<file path="src/verilog/twsio_pkg.sv">
// Constants, types and helpers shared by the three-wire serial channel.
// Assumes a byte-wide register port with a 16-bit address.
package twsio_pkg;

	typedef logic [15:0] twsio_addr_t;
	typedef logic [7:0]  twsio_byte_t;

	// ---------------------------------------------------------------
	// Register addresses
	// ---------------------------------------------------------------
	localparam twsio_addr_t ADR_MODE  = 16'hFF68;
	localparam twsio_addr_t ADR_AUTO  = 16'hFF69;
	localparam twsio_addr_t ADR_PRESC = 16'hFF43;
	localparam twsio_addr_t ADR_SHIFT = 16'hFF6F;
	localparam twsio_addr_t ADR_PDIR  = 16'hFF70;
	localparam twsio_addr_t ADR_PLAT  = 16'hFF71;
	localparam twsio_addr_t ADR_PIN   = 16'hFF72;
	localparam twsio_addr_t ADR_STAT  = 16'hFF73;

	// ---------------------------------------------------------------
	// Reset values and writable masks
	// ---------------------------------------------------------------
	localparam twsio_byte_t RST_MODE   = 8'h00;
	localparam twsio_byte_t RST_AUTO   = 8'h00;
	localparam twsio_byte_t RST_PRESC  = 8'h88;
	localparam twsio_byte_t RST_PDIR   = 8'hFF;
	localparam twsio_byte_t RST_PLAT   = 8'h00;
	localparam twsio_byte_t MODE_WMASK = 8'hE3;
	localparam twsio_byte_t AUTO_WMASK = 8'hE7;
	localparam twsio_byte_t BYTE_ZERO  = 8'h00;

	// ---------------------------------------------------------------
	// Field positions
	// ---------------------------------------------------------------
	localparam int unsigned MODE_EN_BIT    = 7;
	localparam int unsigned MODE_DIR_BIT   = 6;
	localparam int unsigned MODE_AUTOSEL_BIT = 5;
	localparam int unsigned MODE_SELHI_BIT = 1;
	localparam int unsigned MODE_SELLO_BIT = 0;
	localparam int unsigned AUTO_RX_BIT    = 7;
	localparam int unsigned PRESC_RATE_LSB = 4;
	localparam int unsigned PIN_SI         = 0;
	localparam int unsigned PIN_SO         = 1;
	localparam int unsigned PIN_SCK        = 2;
	localparam int unsigned STAT_DONE_BIT  = 0;
	localparam int unsigned STAT_BUSY_BIT  = 1;

	// ---------------------------------------------------------------
	// Widths and counts
	// ---------------------------------------------------------------
	localparam int unsigned RATE_W      = 4;
	localparam int unsigned CNT_W       = 4;
	localparam int unsigned PRESC_CNT_W = 16;
	localparam int unsigned NPIN        = 3;
	localparam logic [3:0]  XFER_LAST   = 4'h7;
	localparam logic [3:0]  CNT_ONE     = 4'h1;
	localparam logic [3:0]  CNT_ZERO    = 4'h0;

	typedef enum logic {TWSIO_IDLE, TWSIO_SHIFT} twsio_state_e;

	// Bit reversal between internal bus and shift register
	function automatic twsio_byte_t twsio_order(input twsio_byte_t v, input logic rev);
		twsio_byte_t r;
		r = v;
		if (rev)
		begin
			for (int i = 0; i < 8; i++)
			begin
				r[i] = v[7 - i];
			end
		end
		return r;
	endfunction

endpackage

</file>
<file path="src/verilog/twsio_tick_if.sv">
// Carrier between the serial core and its internal clock divider.
// Assumes both ends run on the same system clock.
`timescale 1ns/100ps
interface twsio_tick_if;
	logic [3:0] rate;
	logic       run;
	logic       tick;

	modport gen  (input rate, input run, output tick);
	modport user (output rate, output run, input tick);
endinterface

</file>
<file path="src/verilog/twsio_presc.sv">
// Divider that makes the half-period enable pulse of the internal clock.
// Assumes rate and run come from logic on the same clock.
`timescale 1ns/100ps
module twsio_presc
	import twsio_pkg::*;
(
	// Clock and reset
	input  wire logic   sys_clk_i,
	input  wire logic   rst_n_i,
	// Divider control and tick
	twsio_tick_if.gen   tk
);

	logic [PRESC_CNT_W-1:0] cnt_q;
	logic [PRESC_CNT_W-1:0] cnt_d;
	logic [PRESC_CNT_W-1:0] limit;
	logic                   tick_d;
	logic                   tick_q;

	// ---------------------------------------------------------------
	// Half period is 2^(rate+1) system cycles
	// ---------------------------------------------------------------
	always_comb
	begin
		limit  = PRESC_CNT_W'((32'd1 << (32'(tk.rate) + 32'd1)) - 32'd1);
		cnt_d  = cnt_q;
		tick_d = 1'b0;
		if (!tk.run)
		begin
			cnt_d = '0;
		end
		else if (cnt_q >= limit)
		begin
			cnt_d  = '0;
			tick_d = 1'b1;
		end
		else
		begin
			cnt_d = cnt_q + PRESC_CNT_W'(1);
		end
	end

	always_ff @(posedge sys_clk_i or negedge rst_n_i)
	begin
		if (!rst_n_i)
		begin
			cnt_q  <= '0;
			tick_q <= 1'b0;
		end
		else
		begin
			cnt_q  <= cnt_d;
			tick_q <= tick_d;
		end
	end

	assign tk.tick = tick_q & tk.run;

endmodule

</file>
<file path="src/verilog/twsio_top.sv">
// Three-wire serial channel: mode, shift and port registers plus shifter.
// Assumes a byte register port and one system clock; pins are split in/out/oe.
//
// Overview of operation
// - Reset clears mode register to zero
// - Disabled: shifter halted, counter cleared, pins are ports
// - Clock source: external, timer 2, or prescaler
// - Mode select bit chooses plain or automatic
// - Order bit picks MSB-first or LSB-first
// - Order reversed at bus, shift direction fixed
// - Eight bits, one per clock, full duplex
// - Shift on falling edge, output from latch
// - Sample input on rising clock edge
// - After eighth bit stop and flag completion
// - Shift register write drives output low
// - Write starts transfer only when enabled
// - Start only after end, clock idle high
// - Clock pin direction follows selected clock source
// - Transmit only leaves input pin as port
// - Shift register contents undefined after reset
// - Enabling after a write does not start
//
// The implementer's own choice: the address-and-strobe port.
`timescale 1ns/100ps
module twsio_top
	import twsio_pkg::*;
(
	// Clock and reset
	input  wire logic               sys_clk_i,
	input  wire logic               rst_n_i,
	// Register port
	input  wire twsio_pkg::twsio_addr_t reg_addr_i,
	input  wire twsio_pkg::twsio_byte_t reg_wdata_i,
	input  wire logic               reg_wr_i,
	input  wire logic               reg_rd_i,
	output logic [7:0]              reg_rdata_o,
	// Clock sources
	input  wire logic               timer2_output_i,
	// Serial pins
	input  wire logic               serial_in_pin_i,
	output logic                    serial_in_pin_o,
	output logic                    serial_in_pin_oe_o,
	input  wire logic               serial_out_pin_i,
	output logic                    serial_out_pin_o,
	output logic                    serial_out_pin_oe_o,
	input  wire logic               serial_clock_pin_i,
	output logic                    serial_clock_pin_o,
	output logic                    serial_clock_pin_oe_o,
	// Status
	output logic                    transfer_done_irq_flag_o,
	output logic                    auto_transfer_select_o,
	output logic                    busy_o
);

	twsio_tick_if tk ();

	twsio_presc u_presc (
		.sys_clk_i (sys_clk_i),
		.rst_n_i   (rst_n_i),
		.tk        (tk)
	);

	// ---------------------------------------------------------------
	// State
	// ---------------------------------------------------------------
	twsio_byte_t       mode_q, mode_d, auto_q, auto_d, presc_q, presc_d;
	twsio_byte_t       pdir_q, pdir_d, plat_q, plat_d, rdata_q, rdata_d;
	twsio_byte_t       sr_q, sr_d;
	twsio_state_e      st_q, st_d;
	logic [CNT_W-1:0]  cnt_q, cnt_d;
	logic              sclk_q, sclk_d, so_q, so_d, done_q, done_d;
	logic [NPIN-1:0]   s1_q, s2_q, s3_q, lvl_q, lvl_d;

	logic channel_enable, serial_dir, clock_src_sel_hi, clock_src_sel_lo, rx_allow;
	logic wr_mode, wr_shift, start, src_tick, fall, rise, done_set, done_clr;

	assign channel_enable   = mode_q[MODE_EN_BIT];
	assign serial_dir       = mode_q[MODE_DIR_BIT];
	assign clock_src_sel_hi = mode_q[MODE_SELHI_BIT];
	assign clock_src_sel_lo = mode_q[MODE_SELLO_BIT];
	assign rx_allow         = auto_q[AUTO_RX_BIT];
	assign wr_mode          = reg_wr_i && (reg_addr_i == ADR_MODE);
	assign wr_shift         = reg_wr_i && (reg_addr_i == ADR_SHIFT);

	// ---------------------------------------------------------------
	// Pin synchronisers
	// ---------------------------------------------------------------
	always_comb
	begin
		for (int i = 0; i < NPIN; i++)
		begin
			lvl_d[i] = (s2_q[i] == s3_q[i]) ? s3_q[i] : lvl_q[i];
		end
	end

	always_ff @(posedge sys_clk_i or negedge rst_n_i)
	begin
		if (!rst_n_i)
		begin
			s1_q  <= '1;
			s2_q  <= '1;
			s3_q  <= '1;
			lvl_q <= '1;
		end
		else
		begin
			s1_q  <= {serial_clock_pin_i, serial_out_pin_i, serial_in_pin_i};
			s2_q  <= s1_q;
			s3_q  <= s2_q;
			lvl_q <= lvl_d;
		end
	end

	// ---------------------------------------------------------------
	// Clock source and edges
	// ---------------------------------------------------------------
	// source selection
	assign tk.run   = (st_q == TWSIO_SHIFT) && clock_src_sel_hi && clock_src_sel_lo;
	assign tk.rate  = presc_q[PRESC_RATE_LSB +: RATE_W];
	assign src_tick = clock_src_sel_lo ? tk.tick : timer2_output_i;

	always_comb
	begin
		fall = 1'b0;
		rise = 1'b0;
		if (st_q == TWSIO_SHIFT)
		begin
			if (clock_src_sel_hi)
			begin
				fall = src_tick && sclk_q;
				rise = src_tick && !sclk_q;
			end
			else
			begin
				fall = lvl_q[PIN_SCK] && !lvl_d[PIN_SCK];
				rise = !lvl_q[PIN_SCK] && lvl_d[PIN_SCK];
			end
		end
	end

	assign start = wr_shift && channel_enable && (st_q == TWSIO_IDLE)
		&& (clock_src_sel_hi || lvl_q[PIN_SCK]);

	// ---------------------------------------------------------------
	// Shifter
	// ---------------------------------------------------------------
	always_comb
	begin
		st_d     = st_q;
		cnt_d    = cnt_q;
		sclk_d   = sclk_q;
		so_d     = so_q;
		sr_d     = sr_q;
		done_set = 1'b0;
		unique case (st_q)
			TWSIO_IDLE:
			begin
				sclk_d = 1'b1;
				cnt_d  = CNT_ZERO;
				if (wr_shift)
				begin
					sr_d = twsio_order(reg_wdata_i, serial_dir);
					so_d = 1'b0;
				end
				if (start)
				begin
					st_d = TWSIO_SHIFT;
				end
			end
			TWSIO_SHIFT:
			begin
				if (fall)
				begin
					sclk_d = 1'b0;
					so_d   = sr_q[7];
					sr_d   = {sr_q[6:0], sr_q[0]};
				end
				if (rise)
				begin
					sclk_d = 1'b1;
					sr_d   = {sr_q[7:1], lvl_q[PIN_SI]};
					cnt_d  = cnt_q + CNT_ONE;
					if (cnt_q == XFER_LAST)
					begin
						st_d     = TWSIO_IDLE;
						done_set = 1'b1;
						cnt_d    = CNT_ZERO;
					end
				end
			end
		endcase
		if (!channel_enable)
		begin
			st_d   = TWSIO_IDLE;
			cnt_d  = CNT_ZERO;
			sclk_d = 1'b1;
		end
	end

	always_ff @(posedge sys_clk_i or negedge rst_n_i)
	begin
		if (!rst_n_i)
		begin
			st_q   <= TWSIO_IDLE;
			cnt_q  <= CNT_ZERO;
			sclk_q <= 1'b1;
			so_q   <= 1'b0;
		end
		else
		begin
			st_q   <= st_d;
			cnt_q  <= cnt_d;
			sclk_q <= sclk_d;
			so_q   <= so_d;
		end
	end

	always_ff @(posedge sys_clk_i)
	begin
		sr_q <= sr_d;
	end

	// ---------------------------------------------------------------
	// Registers
	// ---------------------------------------------------------------
	assign done_clr = reg_wr_i && (reg_addr_i == ADR_STAT) && reg_wdata_i[STAT_DONE_BIT];

	always_comb
	begin
		mode_d  = mode_q;
		auto_d  = auto_q;
		presc_d = presc_q;
		pdir_d  = pdir_q;
		plat_d  = plat_q;
		rdata_d = BYTE_ZERO;
		// Set wins over software clear
		done_d  = done_set || (done_q && !done_clr);
		if (reg_wr_i)
		begin
			unique case (reg_addr_i)
				ADR_MODE:  mode_d  = reg_wdata_i & MODE_WMASK;
				ADR_AUTO:  auto_d  = (reg_wdata_i & AUTO_WMASK) | (auto_q & ~AUTO_WMASK);
				ADR_PRESC: presc_d = reg_wdata_i;
				ADR_PDIR:  pdir_d  = reg_wdata_i;
				ADR_PLAT:  plat_d  = reg_wdata_i;
				default:   mode_d  = mode_q;
			endcase
		end
		if (reg_rd_i)
		begin
			unique case (reg_addr_i)
				ADR_MODE:  rdata_d = mode_q;
				ADR_AUTO:  rdata_d = auto_q;
				ADR_PRESC: rdata_d = presc_q;
				ADR_SHIFT: rdata_d = twsio_order(sr_q, serial_dir);
				ADR_PDIR:  rdata_d = pdir_q;
				ADR_PLAT:  rdata_d = plat_q;
				ADR_PIN:   rdata_d = {5'h00, lvl_q};
				ADR_STAT:  rdata_d = {6'h00, st_q == TWSIO_SHIFT, done_q};
				default:   rdata_d = BYTE_ZERO;
			endcase
		end
	end

	always_ff @(posedge sys_clk_i or negedge rst_n_i)
	begin
		if (!rst_n_i)
		begin
			mode_q  <= RST_MODE;
			auto_q  <= RST_AUTO;
			presc_q <= RST_PRESC;
			pdir_q  <= RST_PDIR;
			plat_q  <= RST_PLAT;
			rdata_q <= BYTE_ZERO;
			done_q  <= 1'b0;
		end
		else
		begin
			mode_q  <= mode_d;
			auto_q  <= auto_d;
			presc_q <= presc_d;
			pdir_q  <= pdir_d;
			plat_q  <= plat_d;
			rdata_q <= rdata_d;
			done_q  <= done_d;
		end
	end

	// ---------------------------------------------------------------
	// Pins and outputs
	// ---------------------------------------------------------------
	// pin functions
	assign serial_out_pin_o      = channel_enable ? so_q : plat_q[PIN_SO];
	assign serial_out_pin_oe_o   = channel_enable || !pdir_q[PIN_SO];
	assign serial_clock_pin_o    = channel_enable ? sclk_q : plat_q[PIN_SCK];
	assign serial_clock_pin_oe_o = channel_enable ? clock_src_sel_hi : !pdir_q[PIN_SCK];
	assign serial_in_pin_o       = plat_q[PIN_SI];
	assign serial_in_pin_oe_o    = !(channel_enable && rx_allow) && !pdir_q[PIN_SI];

	assign reg_rdata_o              = rdata_q;
	assign transfer_done_irq_flag_o = done_q;
	assign auto_transfer_select_o   = mode_q[MODE_AUTOSEL_BIT];
	assign busy_o                   = (st_q == TWSIO_SHIFT);
endmodule

</file>
<file path="config.mk">
export PLATFORM = sky130hd
export DESIGN_NAME = twsio_top
export DESIGN_NICKNAME = d
export VERILOG_FILES = /design/src/verilog/twsio_pkg.sv /design/src/verilog/twsio_tick_if.sv /design/src/verilog/twsio_presc.sv /design/src/verilog/twsio_top.sv
export SDC_FILE = /design/constraint.sdc
export NUM_CORES = 1
export LEC_CHECK = 0
export BUFFER_PORTS_ARGS = -buffer_cell sky130_fd_sc_hd__buf_2
export CAP_MARGIN = 20
export CORE_AREA = 2 2 79 138
export DETAILED_ROUTE_END_ITERATION = 10
export DIE_AREA = 0 0 81 140
export MAX_ROUTING_LAYER = met4
export PLACE_DENSITY = 0.68
export SLEW_MARGIN = 20
export SYNTH_ARGS = -nofsm -noshare
export SYNTH_HDL_FRONTEND = slang
export SYNTH_HIERARCHICAL = 1
export SYNTH_SLANG_ARGS = --single-unit
</file>
<file path="constraint.sdc">
create_clock -name sys_clk_i -period 3.4 [get_ports sys_clk_i]
set_input_delay 0.34 -clock sys_clk_i [delete_from_list [all_inputs] [get_ports sys_clk_i]]
set_output_delay 0.34 -clock sys_clk_i [all_outputs]
set_load 0.02 [all_outputs]
</file>
==> flow_metrics.tcl <==
set metrics [dict create \
    io_pins 49 \
    drv_cap 0 \
    grt_pass1_wl_mm 18.8 \
    gp_congestion 0.871 \
    synth-main-ff-cell "dfrtp_1" \
    core_area_um2 10200 \
    fin_crit_sh_pct 94.9 \
    timing.fmax_mhz 310 \
    setup_viol 0 \
    fp.dieW_um 81 \
    avgSynthCellArea_um2 11.6 \
    final.min_clock_period_ps 3230 \
    synth_area_um2 4990 \
    critPathKind "reg -> reg" \
    worst_path_max_delay_cell "dfrtp_1" \
    grt_use_total_pct 22.5 \
    wl_met1_mm 4.56 \
    clock_latency_ps 340 \
    hold_violations 0 \
    layout_common_cells "dfrtp_1 (57), mux2_2 (56), buf_2 (47)" \
    crit_path_start_kind "register" \
    hold_buffers 0 \
    dr.pass1.iters 4 \
    place_ws_ps 95.5 \
    cts_tree "built" \
    dieArea_um2 11300 \
    crit_family "simple AND/OR/NAND/NOR gates" \
    routed_wl_mm 11.8 \
    hpwlAfterDp_mm 8.37 \
    pwr-share-clk_pct 45.1 \
    highest_layer "met4" \
    slew_headroom_pct 47.1 \
    fin_worst_skew_ps 8.83 \
    clock_path_buffers 2 \
    power.internal_uw 1660 \
    hold_path_class "in -> async" \
    synth_edf_count 8 \
    crit_chain "or2_2 > nand2b_1 > ha_1 > nor2b_1 > nand2_1 > o21ai_0 > o21ai_0 > ha_1 > o21a_1 > o2111ai_4 > o2111ai_4 > nor2_1" \
    worst_ir_drop_vdd_v 0.000284 \
    crit_required_ps 3660 \
    stdcell_count 612 \
    dr_wl_met2_mm 6.61 \
    cp.arrival_ps 3490 \
    vias 3605 \
    wl_met3_um 323 \
    cts_root_buf "clkbuf_16" \
    initial_core_util_pct 49.1 \
    crit_path_end_kind "register" \
    synthArstFlopShare_pct 90.9 \
    drc 0 \
    tns_ps 0 \
    worst_slack_ps 174 \
    ys_ff_latch 88 \
    antennaDiodeCount 0 \
    overflow 0 \
    final_common_cell "dfrtp_1" \
    antenna_found_initial 0 \
    p_sw_share_pct 23.4 \
    yosysUniqueCellTypes 66 \
    drive_above_1_share_pct 37.7 \
    port_buffers 48 \
    drtIter0Drc 188 \
    powerDensity_nw_per_um2 379 \
    clkTransAtPathRegs_ps 70 \
    slew_viol_final 0 \
    cts_buffers 9 \
    ant_nets 0 \
    postSynthCellCount 431 \
    leakage_uw 0.00242 \
    synth_warnings 6 \
    cts_sinks 88 \
    place_inst 594 \
    routedWlPerCell_um 19.3 \
    grt_pass1_vias 3716 \
    fin_nets 531 \
    htreeDepth 3 \
    critPathMaxStageDelay_ps 490 \
    comb_power_share_pct 4.9 \
    areaGrowthSynthToFinish_pct 14.5 \
    p_sw_uw 507 \
    status "finished clean" \
    rows 49 \
    vias_per_cell 5.89 \
    cp.buffers_inverters 0 \
    grt_max_degree 81 \
    pwr-share-seq_pct 50.0 \
    placed_area_um2 5360 \
    tightest_slew_ps 793 \
    die_h_um 140 \
    critical_path_peak_fanout 11 \
    final_cell_area_um2 5720 \
    yosysSeqAreaShare_pct 45.5 \
]
what timing repair did:
action                                 CTS  global route
setup buffers                            0             1
setup endpoints to repair                0            16
endpoints found under the hold margin    0             0
resized for setup                        0             6
path summary, 6_finish.rpt:
| kind | endpoint | start | slack, ps | cells after the start |
|---|---|---|---|---|
| worst min-delay path | u_presc/cnt_q[2]$_DFF_PN0_ | rst_n_i | 40 | 1 |
| min in group sys_clk_i | s1_q[1]$_DFF_PN1_ | serial_out_pin_i | 90 | 1 |
| worst max-delay path | u_presc/cnt_q[5]$_DFF_PN0_ | presc_q[5]$_DFFE_PN0P_ | 170 | 12 |
| max in group asynchronous | u_presc/cnt_q[15]$_DFF_PN0_ | rst_n_i | 2870 | 1 |
| worst max register to register | u_presc/cnt_q[5]$_DFF_PN0_ | presc_q[5]$_DFFE_PN0P_ | 170 | 12 |
| worst min register to register | s2_q[0]$_DFF_PN1_ | s1_q[0]$_DFF_PN1_ | 360 | 0 |
layout make-up:
type | count | area, µm²
fill | 921 | 4460
multi-input combinational | 315 | 2640
sequential | 88 | 2270
timing repair buffer | 57 | 314
clock buffer | 10 | 250
tap | 127 | 159
clock inverter | 6 | 45.0
inverter | 9 | 33.8
state kept, by name (all words and copies together), names as in the netlist:
register                  flops
lvl_q                         3
s1_q                          3
busy_o                        1
mode_q                        5
auto_q                        6
cnt_q                         4
presc_q                       8
so_q                          1
sr_q                          8
plat_q                        8
transfer_done_irq_flag_o      1
s3_q                          3
u_presc/tick_q                1
u_presc/cnt_q                16
pdir_q                        8
s2_q                          3
sclk_q                        1
reg_rdata_o                   8
stage by stage:
step,power [µW],hold slack (ps),utilization (%)
floorplan,1140,44.4,-
global placement,1210,347,52.7
detailed placement,1210,349,52.7
CTS,2190,79.6,55.6
global route,2250,70.9,56.2
finish,2170,37.7,56.2
layer usage:
metal  up-vias  global-route usage (%)
li1       1700                       -
met3        23                    3.87
met5         -                       -
met1      1807                    24.5
met2        75                    38.8
met4         0                    10.6
synth_stat cells, drive strengths merged (4+ instances only):
cell     n  area share (%)
a21oi   16             2.1
nor3     8             1.0
mux2i    9             1.8
xnor2    9             1.6
nand4    6             1.4
edfxtp   8             4.8
nand3   20             2.1
dfrtp   57              29
o21ai   23             2.3
or3      4            0.50
xor2     6             1.1
nand2   19             1.4
mux2    57              13
nand2b   5            0.63
ha      19             4.8
inv      9            0.68
a22oi   11             1.7
nor2    35             3.3
clkbuf  13            0.98
a31oi    4            0.50
dfstp   23              12
buf      8            0.98
kinds of logic (layout without fill, tap and decap cells):
| group | Yosys count | after routing | share of synthesized area, % |
|---|---|---|---|
| flip-flops | 88 | 88 | 45.5 |
| AND/OR/NAND/NOR | 128 | 128 | 16.4 |
| buffers and inverters | 30 | 82 | 2.63 |
| adder cells (fa/ha/maj) | 22 | 22 | 5.36 |
| AO/OA/AOI/OAI | 79 | 80 | 11.9 |
| multiplexers | 68 | 68 | 15.6 |
| XOR/XNOR | 15 | 15 | 2.63 |
| other | 1 | 2 | 0.0751 |
power groups by stage:
stage | Clock [µW] | Sequential [µW] | Combinational (µW)
final | 979 | 1080 | 106
after global routing | 1050 | 1080 | 118
after CTS | 999 | 1080 | 105
after detailed placement | 0 | 1100 | 105
after global placement | 0 | 1100 | 103
after floorplan | 0 | 1100 | 44.2
(Power assumes the default switching activity.)
